--- config.mk ---
export PLATFORM = sky130hd
export DESIGN_NAME = cpb_top
export DESIGN_NICKNAME = d
export VERILOG_FILES = /design/src/shared/cpb_pkg.sv /design/src/rtl/cpb_prio_pick.sv /design/src/rtl/cpb_buffer.sv /design/src/rtl/cpb_top.sv
export SDC_FILE = /design/constraint.sdc
export NUM_CORES = 1
export LEC_CHECK = 0
export ABC_AREA = 0
export CORE_MARGIN = 2
export CORE_UTILIZATION = 25
export DETAILED_ROUTE_END_ITERATION = 7
export DONT_BUFFER_PORTS = 1
export GPL_ROUTABILITY_DRIVEN = 0
export PLACE_DENSITY = 0.36
export SYNTH_ARGS = -nofsm -noshare
export SYNTH_HDL_FRONTEND = slang
export SYNTH_SLANG_ARGS = --single-unit
export TNS_END_PERCENT = 1
--- constraint.sdc ---
create_clock -name sys_clk_in -period 10.1 [get_ports sys_clk_in]
set_clock_uncertainty 0.15 [all_clocks]
set_input_delay 0.505 -clock sys_clk_in [delete_from_list [all_inputs] [get_ports sys_clk_in]]
set_output_delay 0.505 -clock sys_clk_in [all_outputs]
set_load 0.02 [all_outputs]
--- src/shared/cpb_pkg.sv ---
// Purpose: constants and carrier types for the programmable buffers
// Assumes: 8-bit registers on a 32-bit Avalon-MM word bus
// Notes: one word per register; buffer n occupies a 32-byte window
package cpb_pkg;
  // ****************************************
  // sizes
  // ****************************************
  localparam int CPB_NUM_BUF = 6;
  localparam int CPB_IDX_W = 3;
  // ****************************************
  // register map (byte addresses)
  // ****************************************
  localparam logic [7:0] CPB_ADDR_BUF_STRIDE = 8'h20;
  localparam logic [4:0] CPB_OFS_CON = 5'h00;
  localparam logic [4:0] CPB_OFS_SIDH = 5'h04;
  localparam logic [4:0] CPB_OFS_SIDL = 5'h08;
  localparam logic [4:0] CPB_OFS_EIDH = 5'h0C;
  localparam logic [4:0] CPB_OFS_EIDL = 5'h10;
  localparam logic [7:0] CPB_ADDR_BSEL = 8'hC0;
  localparam logic [7:0] CPB_ADDR_MODE = 8'hC4;
  localparam logic [7:0] CPB_ADDR_STAT = 8'hC8;
  // ****************************************
  // field positions
  // ****************************************
  localparam int CPB_BIT_FULL = 7;
  localparam int CPB_BIT_ACCALL = 6;
  localparam int CPB_BIT_RRTR = 5;
  localparam int CPB_BIT_DONE = 7;
  localparam int CPB_BIT_ABT = 6;
  localparam int CPB_BIT_LARB = 5;
  localparam int CPB_BIT_ERR = 4;
  localparam int CPB_BIT_REQ = 3;
  localparam int CPB_BIT_ARR = 2;
  localparam int CPB_BIT_EXT = 3;
  localparam int CPB_BIT_SRR = 4;
  localparam int CPB_BSEL_LSB = 2;
  // ****************************************
  // reset values
  // ****************************************
  localparam logic [7:0] CPB_RST_CON = 8'h00;
  localparam logic [7:0] CPB_RST_BSEL = 8'h00;
  localparam logic [1:0] CPB_RST_MODE = 2'h0;
  localparam logic [7:0] CPB_RST_ID = 8'h00;
  localparam logic [4:0] CPB_RST_HIT = 5'h00;
  // ****************************************
  // carrier types
  // ****************************************
  // message arriving from the protocol engine
  typedef struct packed {
    logic valid;
    logic good;
    logic remote;
    logic ext;
    logic substitute_remote_bit;
    logic [28:0] id;
    logic [4:0] hit;
    logic [5:0] match;
  } cpb_rx_msg_t;
  // outcome reported by the protocol engine for the active buffer
  typedef struct packed {
    logic done;
    logic aborted;
    logic arb_lost;
    logic bus_err;
  } cpb_tx_evt_t;
  // selected message offered to the engine
  typedef struct packed {
    logic valid;
    logic [CPB_IDX_W-1:0] idx;
    logic ext;
    logic [28:0] id;
  } cpb_tx_offer_t;
endpackage

--- src/rtl/cpb_prio_pick.sv ---
// Purpose: choose the pending transmit buffer of highest priority
// Assumes: ties go to the higher buffer number
// Notes: purely combinational
`timescale 1ns/1ps
module cpb_prio_pick
  import cpb_pkg::*;
(
  // pending requests and their priorities
  input wire logic [CPB_NUM_BUF-1:0] pend_in,
  input wire logic [2*CPB_NUM_BUF-1:0] prio_in,
  // winner
  output logic any_out,
  output logic [CPB_IDX_W-1:0] idx_out
);
  // ****************************************
  // scan
  // ****************************************
  // later index wins ties through >=
  always_comb
  begin
    logic [1:0] best;
    best = 2'h0;
    any_out = 1'b0;
    idx_out = '0;
    for (int i = 0; i < CPB_NUM_BUF; i++)
    begin
      if (pend_in[i] && (!any_out || prio_in[2*i +: 2] >= best))
      begin
        any_out = 1'b1;
        best = prio_in[2*i +: 2];
        idx_out = CPB_IDX_W'(i);
      end
    end
  end
endmodule

--- src/rtl/cpb_buffer.sv ---
// Purpose: one programmable transmit/receive message buffer
// Assumes: write strobes already decoded and gated by the top
// Notes: field storage, flags and the auto remote reply
`timescale 1ns/1ps
module cpb_buffer
  import cpb_pkg::*;
(
  // clock and reset
  input wire logic clk_in,
  input wire logic rst_n_in,
  // configuration
  input wire logic is_tx_in,
  input wire logic active_in,
  // software writes
  input wire logic [4:0] wr_sel_in,
  input wire logic [7:0] wr_data_in,
  // protocol engine side
  input wire cpb_rx_msg_t rx_in,
  input wire logic tx_sel_in,
  input wire cpb_tx_evt_t evt_in,
  // register images
  output logic [7:0] con_out,
  output logic [7:0] sidh_out,
  output logic [7:0] sidl_out,
  output logic [7:0] eidh_out,
  output logic [7:0] eidl_out,
  output logic busy_out
);
  logic [7:0] con;
  logic [28:0] id;
  logic ext;
  logic substitute_remote_bit;
  logic take;
  logic req_set;
  logic sw_con;

  assign sw_con = wr_sel_in[0];
  // buffer locked while request pending or sending
  assign busy_out = is_tx_in && con[CPB_BIT_REQ];
  // receive: free, accepted by filter or accept-all
  assign take = active_in && rx_in.valid && !is_tx_in
    && !con[CPB_BIT_FULL]
    && (con[CPB_BIT_ACCALL] || (rx_in.good && rx_in.match[0]));
  // transmit: software set or auto reply to a remote frame
  assign req_set = (sw_con && wr_data_in[CPB_BIT_REQ]
    && !con[CPB_BIT_REQ]) || (active_in && is_tx_in && rx_in.valid
    && rx_in.good && rx_in.remote && rx_in.match[0]
    && con[CPB_BIT_ARR]);

  // ****************************************
  // control register
  // ****************************************
  always_ff @(posedge clk_in or negedge rst_n_in)
  begin
    if (!rst_n_in)
      con <= CPB_RST_CON;
    else if (!is_tx_in)
    begin
      if (take)
      begin
        con[CPB_BIT_FULL] <= 1'b1; // set wins over clear
        con[CPB_BIT_RRTR] <= rx_in.remote;
        con[4:0] <= rx_in.hit;
      end
      else if (sw_con)
        con[CPB_BIT_FULL] <= wr_data_in[CPB_BIT_FULL];
      if (sw_con)
        con[CPB_BIT_ACCALL] <= wr_data_in[CPB_BIT_ACCALL];
    end
    else
    begin
      if (req_set)
      begin
        con[7:4] <= 4'h0;
        con[CPB_BIT_REQ] <= 1'b1;
      end
      else if (tx_sel_in && evt_in.done)
      begin
        con[CPB_BIT_DONE] <= 1'b1;
        con[CPB_BIT_REQ] <= 1'b0;
      end
      else if (sw_con && con[CPB_BIT_REQ]
        && !wr_data_in[CPB_BIT_REQ])
      begin
        con[CPB_BIT_ABT] <= 1'b1; // abort on clear
        con[CPB_BIT_REQ] <= 1'b0;
      end
      else if (tx_sel_in && evt_in.aborted)
      begin
        con[CPB_BIT_ABT] <= 1'b1;
        con[CPB_BIT_REQ] <= 1'b0;
      end
      if (!req_set && tx_sel_in && evt_in.arb_lost)
        con[CPB_BIT_LARB] <= 1'b1;
      if (!req_set && tx_sel_in && evt_in.bus_err)
        con[CPB_BIT_ERR] <= 1'b1;
      if (sw_con && !busy_out)
        con[2:0] <= wr_data_in[2:0];
    end
  end

  // ****************************************
  // identifier storage
  // ****************************************
  always_ff @(posedge clk_in or negedge rst_n_in)
  begin
    if (!rst_n_in)
    begin
      id <= '0;
      ext <= 1'b0;
      substitute_remote_bit <= 1'b0;
    end
    else if (take)
    begin
      id <= rx_in.id;
      ext <= rx_in.ext;
      substitute_remote_bit <= rx_in.ext && rx_in.substitute_remote_bit;
    end
    else if (is_tx_in && !busy_out)
    begin
      // software writes only when idle
      if (wr_sel_in[1])
        id[28:21] <= wr_data_in;
      if (wr_sel_in[2])
      begin
        id[20:18] <= wr_data_in[7:5];
        ext <= wr_data_in[CPB_BIT_EXT];
        id[17:16] <= wr_data_in[1:0];
      end
      if (wr_sel_in[3])
        id[15:8] <= wr_data_in;
      if (wr_sel_in[4])
        id[7:0] <= wr_data_in;
    end
  end

  // ****************************************
  // register images
  // ****************************************
  assign con_out = con;
  assign sidh_out = id[28:21];
  assign sidl_out = {id[20:18], is_tx_in ? 1'b0 : substitute_remote_bit, ext, 1'b0,
    id[17:16]};
  assign eidh_out = id[15:8];
  assign eidl_out = id[7:0];
endmodule

--- src/rtl/cpb_top.sv ---
// Purpose: six programmable message buffers with register access
// Assumes: Avalon-MM slave, protocol engine on the far side
// Notes: one buffer is offered to the engine at a time
//
// Decided for this implementation: the Avalon-MM slave port and the register offsets.
`timescale 1ns/1ps
// Overview of operation
// - six buffers, each transmit or receive, each able to auto-answer remotes
// - buffers inactive in mode 0, usable in modes 1 to 3
// - select register bits 7..2 pick direction of buffers 5..0, 1 is transmit
// - full flag set on store; no new store until software clears it
// - accept-all bit takes every message ignoring filters, else filtered only
// - remote-request flag shows whether stored message was a remote frame
// - filter-hit field records admitting filter, 0 to 31
// - done flag set after successful transmission
// - aborted, arbitration-lost and bus-error flags set on their events
// - setting transmit request clears the four status flags
// - transmit request clears itself after successful sending
// - software clearing a set request asks for an abort
// - buffer registers read-only while request pending or sending
// - auto-reply bit sets the request when a remote frame arrives
// - pending buffers sent by 2-bit priority, identifier untouched
// - identifier high and low byte layout for standard and extended
// - receive extended flag marks extended identifier frames
// - substitute remote bit reported for extended frames only
module cpb_top
  import cpb_pkg::*;
(
  // clock and reset
  input wire logic sys_clk_in,
  input wire logic nrst_in,
  // avalon-mm slave
  input wire logic [7:0] avs_address_in,
  input wire logic avs_read_in,
  input wire logic avs_write_in,
  input wire logic [31:0] avs_writedata_in,
  input wire logic [3:0] avs_byteenable_in,
  output logic [31:0] avs_readdata_out,
  output logic avs_waitrequest_out,
  // protocol engine
  input wire cpb_rx_msg_t rx_msg_in,
  input wire cpb_tx_evt_t tx_evt_in,
  input wire logic tx_start_in,
  output cpb_tx_offer_t tx_offer_out,
  output logic tx_active_out
);
  // ****************************************
  // reset synchroniser
  // ****************************************
  logic rst_meta;
  logic rst_n;
  // two-stage release of the asynchronous reset
  always_ff @(posedge sys_clk_in or negedge nrst_in)
  begin
    if (!nrst_in)
    begin
      rst_meta <= 1'b0;
      rst_n <= 1'b0;
    end
    else
    begin
      rst_meta <= 1'b1;
      rst_n <= rst_meta;
    end
  end

  // ****************************************
  // global registers
  // ****************************************
  logic [7:0] buffer_select_register;
  logic [1:0] op_mode;
  logic active;
  logic [CPB_NUM_BUF-1:0] buffer_direction_select;
  logic ack;
  logic wr_go;
  logic [2:0] bufn;
  logic [4:0] ofs;
  logic in_buf;

  assign active = op_mode != 2'h0;
  assign buffer_direction_select =
    buffer_select_register[7:CPB_BSEL_LSB];
  assign bufn = avs_address_in[7:5];
  assign ofs = avs_address_in[4:0];
  assign in_buf = avs_address_in < CPB_ADDR_BSEL;
  assign wr_go = avs_write_in && ack && avs_byteenable_in[0];

  // one wait state: answer on the second cycle of a request
  always_ff @(posedge sys_clk_in or negedge rst_n)
  begin
    if (!rst_n)
      ack <= 1'b0;
    else
      ack <= (avs_read_in || avs_write_in) && !ack;
  end
  assign avs_waitrequest_out = (avs_read_in || avs_write_in) && !ack;

  // select register and mode register
  always_ff @(posedge sys_clk_in or negedge rst_n)
  begin
    if (!rst_n)
    begin
      buffer_select_register <= CPB_RST_BSEL;
      op_mode <= CPB_RST_MODE;
    end
    else if (wr_go)
    begin
      if (avs_address_in == CPB_ADDR_BSEL)
        buffer_select_register <= {avs_writedata_in[7:2], 2'h0};
      if (avs_address_in == CPB_ADDR_MODE)
        op_mode <= avs_writedata_in[1:0];
    end
  end

  // ****************************************
  // transmit scheduling
  // ****************************************
  logic [CPB_NUM_BUF-1:0] pend;
  logic [2*CPB_NUM_BUF-1:0] prio;
  logic pick_any;
  logic [CPB_IDX_W-1:0] pick_idx;
  logic [CPB_IDX_W-1:0] cur_idx;
  logic [7:0] con_img [CPB_NUM_BUF];
  logic [7:0] sidh_img [CPB_NUM_BUF];
  logic [7:0] sidl_img [CPB_NUM_BUF];
  logic [7:0] eidh_img [CPB_NUM_BUF];
  logic [7:0] eidl_img [CPB_NUM_BUF];
  logic [CPB_NUM_BUF-1:0] busy;

  typedef enum logic [1:0] {CPB_IDLE, CPB_OFFER, CPB_SEND} cpb_tx_state_t;
  cpb_tx_state_t tx_state;
  cpb_tx_state_t next_tx_state;

  cpb_prio_pick u_pick (
    .pend_in(pend),
    .prio_in(prio),
    .any_out(pick_any),
    .idx_out(pick_idx)
  );

  // next state of the offer sequence
  always_comb
  begin
    next_tx_state = tx_state;
    case (tx_state)
      CPB_IDLE:
        if (pick_any)
          next_tx_state = CPB_OFFER;
      CPB_OFFER:
        if (!pend[cur_idx])
          next_tx_state = CPB_IDLE;
        else if (tx_start_in)
          next_tx_state = CPB_SEND;
        else if (pick_idx != cur_idx)
          next_tx_state = CPB_IDLE; // better buffer came up, re-pick
      CPB_SEND:
        if (tx_evt_in.done || tx_evt_in.aborted || !pend[cur_idx])
          next_tx_state = CPB_IDLE;
      default:
        next_tx_state = CPB_IDLE;
    endcase
  end

  // state and chosen buffer
  always_ff @(posedge sys_clk_in or negedge rst_n)
  begin
    if (!rst_n)
    begin
      tx_state <= CPB_IDLE;
      cur_idx <= '0;
    end
    else
    begin
      tx_state <= next_tx_state;
      if (tx_state == CPB_IDLE && pick_any)
        cur_idx <= pick_idx; // highest priority first
    end
  end

  // offer register drives the engine from flip-flops
  always_ff @(posedge sys_clk_in or negedge rst_n)
  begin
    if (!rst_n)
      tx_offer_out <= '0;
    else
    begin
      tx_offer_out.valid <= next_tx_state == CPB_OFFER;
      tx_offer_out.idx <= (tx_state == CPB_IDLE) ? pick_idx : cur_idx;
      // identifier passes unchanged, priority is not part of it
      if (tx_state == CPB_IDLE)
      begin
        tx_offer_out.ext <= sidl_img[pick_idx][CPB_BIT_EXT];
        tx_offer_out.id <= {sidh_img[pick_idx],
          sidl_img[pick_idx][7:5], sidl_img[pick_idx][1:0],
          eidh_img[pick_idx], eidl_img[pick_idx]};
      end
    end
  end
  assign tx_active_out = tx_state == CPB_SEND;

  // ****************************************
  // buffers
  // ****************************************
  generate
    for (genvar g = 0; g < CPB_NUM_BUF; g++)
    begin : g_buf
      logic [4:0] wsel;
      logic hit_me;
      cpb_rx_msg_t rx_one;
      assign hit_me = wr_go && in_buf && bufn == 3'(g) && active;
      assign wsel = {hit_me && ofs == CPB_OFS_EIDL,
        hit_me && ofs == CPB_OFS_EIDH, hit_me && ofs == CPB_OFS_SIDL,
        hit_me && ofs == CPB_OFS_SIDH, hit_me && ofs == CPB_OFS_CON};
      // per-buffer filter match moved to bit 0
      always_comb
      begin
        rx_one = rx_msg_in;
        rx_one.match = {5'h00, rx_msg_in.match[g]};
      end
      assign pend[g] = active && buffer_direction_select[g]
        && con_img[g][CPB_BIT_REQ];
      assign prio[2*g +: 2] = con_img[g][1:0];
      cpb_buffer u_buf (
        .clk_in(sys_clk_in),
        .rst_n_in(rst_n),
        .is_tx_in(buffer_direction_select[g]),
        .active_in(active),
        .wr_sel_in(wsel),
        .wr_data_in(avs_writedata_in[7:0]),
        .rx_in(rx_one),
        .tx_sel_in(tx_state == CPB_SEND && cur_idx == 3'(g)),
        .evt_in(tx_evt_in),
        .con_out(con_img[g]),
        .sidh_out(sidh_img[g]),
        .sidl_out(sidl_img[g]),
        .eidh_out(eidh_img[g]),
        .eidl_out(eidl_img[g]),
        .busy_out(busy[g])
      );
    end
  endgenerate

  // ****************************************
  // read data
  // ****************************************
  always_ff @(posedge sys_clk_in or negedge rst_n)
  begin
    if (!rst_n)
      avs_readdata_out <= 32'h0000_0000;
    else if (avs_read_in && !ack)
    begin
      avs_readdata_out <= 32'h0000_0000;
      if (in_buf && bufn < 3'(CPB_NUM_BUF) && active)
        case (ofs)
          CPB_OFS_CON: avs_readdata_out[7:0] <= con_img[bufn];
          CPB_OFS_SIDH: avs_readdata_out[7:0] <= sidh_img[bufn];
          CPB_OFS_SIDL: avs_readdata_out[7:0] <= sidl_img[bufn];
          CPB_OFS_EIDH: avs_readdata_out[7:0] <= eidh_img[bufn];
          CPB_OFS_EIDL: avs_readdata_out[7:0] <= eidl_img[bufn];
          default: avs_readdata_out <= 32'h0000_0000;
        endcase
      else if (avs_address_in == CPB_ADDR_BSEL)
        avs_readdata_out[7:0] <= buffer_select_register;
      else if (avs_address_in == CPB_ADDR_MODE)
        avs_readdata_out[1:0] <= op_mode;
      else if (avs_address_in == CPB_ADDR_STAT)
        avs_readdata_out[7:0] <= {1'b0, tx_state == CPB_SEND, busy};
    end
  end
endmodule

==> flow_summary.json <==
{
  "slew_headroom": 0.214,
  "start_util": 0.252,
  "critical_path_arrival_ps": 9700,
  "nets": 2086,
  "clock_latency_ps": 590,
  "crit_type": "reg -> reg",
  "rrSetupSlack_ps": 710,
  "fin_crit_ps": 9390,
  "slew_violations": 0,
  "synth_seq_cells": 292,
  "cap_violations": 0,
  "total_power_mw": 4.75,
  "synth.cell_area_um2": 18300,
  "grt-ovfl-total": 0,
  "drive_gt1_frac": 0.0915,
  "vdd_ir_drop_max_mv": 0.109,
  "drc": 0,
  "outcome": "complete, no violations",
  "tns_ps": 0,
  "die_h_um": 275,
  "startpoint_type": "flop",
  "async_flop_share": 1.00,
  "power_leakage_nw": 8.97,
  "wl_mm": 83.4,
  "path_delay_family": "compound AO/OA/AOI/OAI gates",
  "rsz0062_at_grt": "no",
  "worstMarginPinSlew_ps": 1170,
  "synth_edf_count": 0,
  "grt_pass1_wl_mm": 119,
  "syn_inst": 2001,
  "drt_pre_antenna_iters": 6,
  "die-area_um2": 75400,
  "power.density_nw_per_um2": 226,
  "cts_buffers": 40,
  "fmax_mhz": 107,
  "dpl_cell_area_um2": 19000,
  "cts_tree": "done",
  "vias": 16000,
  "synth_cell_types": 79,
  "seq_area_frac_synth": 0.399,
  "clock-sinks": 292,
  "antenna_found_initial": 9,
  "antenna_left": 0,
  "critPathMaxFanout": 29,
  "cts-root-buf": "clkbuf_16",
  "syn_area_per_cell_um2": 9.14,
  "viasPerCell": 5.41,
  "final_common_cell": "nand2_1",
  "wire_per_inst_um": 28.1,
  "groute.usage.overall": 0.219,
  "port_buffers": 0,
  "finalHoldViolations": 0,
  "required_ps": 10410,
  "place.detailed.hpwl_mm": 50.5,
  "critPathMaxStageDelay_ps": 430,
  "hold_class": "in -> reg",
  "setup_viol": 0,
  "final_cell_area_um2": 21000,
  "endpoint_kind": "flop",
  "io_pins": 166,
  "crit_top_cell": "nand2b_1",
  "core_area_um2": 72700,
  "grt_pass1_vias": 15400,
  "clk_pin_slew_worst_paths_ps": 60,
  "grt_max_degree": 90,
  "cts_buffer_depth": 3,
  "synth_warnings": 0,
  "cp_num_buf_inv": 3,
  "htreeDepth": 2,
  "first_iter_violations": 1571,
  "synthToLayoutAreaGrowth_pct": 14.8,
  "synthFlopType": "dfrtp_1",
  "crit_slowest_cell": "buf_4",
  "postCtsSetupBuffers": 0,
  "num_rows": 99,
  "layout_common_cells": "nand2_1 (336), dfrtp_1 (291), mux2i_1 (256), o21ai_0 (244), nand3_1 (103)",
  "fp.dieW_um": 275,
  "timing.final.crit_share": 0.929
}
[metal layers]
| metal | vias to the layer above | track usage | part of all wire |
|---|---|---|---|
| li1 | 7201 | - | - |
| met3 | 110 | 0.0424 | 0.064 |
| met5 | - | 0 | 0.00064 |
| met1 | 8134 | 0.299 | 0.44 |
| met4 | 8 | 0.0634 | 0.027 |
| met2 | 583 | 0.351 | 0.47 |
[per-stage QoR]
step                      hold slack [ps]  cells  setup WS (ps)   util
after floorplan                      59.4   2024           1210      -
after global placement               59.5   2828            786  0.262
after detailed placement             59.4   2828            812  0.262
after CTS                           0.185   2960            841  0.289
after global routing                 16.4   2962           90.3  0.289
final                                25.2   2965            714  0.289
[logic make-up after synthesis]
family	count (synthesis)	synth area share
and+or+nand+nor	622	0.155
AOI/OAI and AO/OA	531	0.182
muxes	306	0.195
DFF	292	0.399
buffers and inverters	235	0.0603
adders and majority gates	10	0.00657
xor gates and xnor gates	3	0.00144
other	2	0.000411
[final cells by class]
type | instances | area [µm²]
tap | 959 | 1200
antenna | 5 | 12.5
sequential | 292 | 7310
multi-input combinational | 1497 | 10000
timing repair buffer | 107 | 1090
inverter | 42 | 158
clock inverter | 5 | 83.8
clock buffer | 58 | 1120
fill | 7599 | 51700
[path summary, 6_finish.rpt]
path,to,from,depth (start not counted)
max reg2reg,tx_offer_out[23]$_DFFE_PN0N_,op_mode[1]$_DFFE_PN0P_,37
max in group asynchronous,g_buf[1].u_buf.id[1]$_DFFE_PN0P_,rst_n$_DFF_PN0_,2
min in group asynchronous,g_buf[2].u_buf.id[24]$_DFFE_PN0P_,rst_n$_DFF_PN0_,0
min,g_buf[4].u_buf.con_out[2]$_DFFE_PN0P_,avs_writedata_in[2],2
min reg2reg,rst_n$_DFF_PN0_,rst_meta$_DFF_PN0_,0
max,tx_offer_out[23]$_DFFE_PN0N_,op_mode[1]$_DFFE_PN0P_,37
[synthesized netlist by cell type, drive strengths merged, types with 6 or more instances]
library cell  count  area share
nand2           337       0.069
dfrtp           292        0.40
mux2i           256        0.14
o21ai           248       0.069
clkbuf          105       0.022
nand3           104       0.029
buf              88       0.030
nor2             76       0.018
a21oi            60       0.017
a31oi            46       0.017
inv              42      0.0086
mux4             39       0.048
a22o             35       0.017
o221ai           27       0.013
o22ai            27      0.0092
nand2b           19      0.0065
and3             17      0.0058
a22oi            14      0.0070
o211ai           14      0.0057
nand4            13      0.0053
nor3             13      0.0038
mux2             11      0.0068
a21o              8      0.0033
ha                8      0.0055
nor4              8      0.0031
a32oi             7      0.0034
nor3b             7      0.0029
a21boi            6      0.0025
or3               6      0.0021
[timing repair]
action	CTS	global route
endpoints found under the setup margin	0	0
gates resized for setup	0	0
hold buffers	69	0
hold endpoints to repair	236	0
[flip-flops by register name, summed over array words and instances, names as in the netlist, 3 cells and up]
signal                             count
g_buf.u_buf.id                       174
g_buf.u_buf.con_out                   48
tx_offer_out                          34
avs_readdata_out                       8
buffer_select_register                 6
g_buf.u_buf.ext                        6
g_buf.u_buf.substitute_remote_bit      6
cur_idx                                3
[power by group]
group | switching, mW | leakage (nW) | internal (mW)
logic | 0.870 | 4.70 | 0.580
clock network | 0.591 | 0.584 | 0.791
registers | 0.418 | 3.69 | 1.50
total | 1.88 | 8.97 | 2.87
Power figures use the tool's default switching activity.
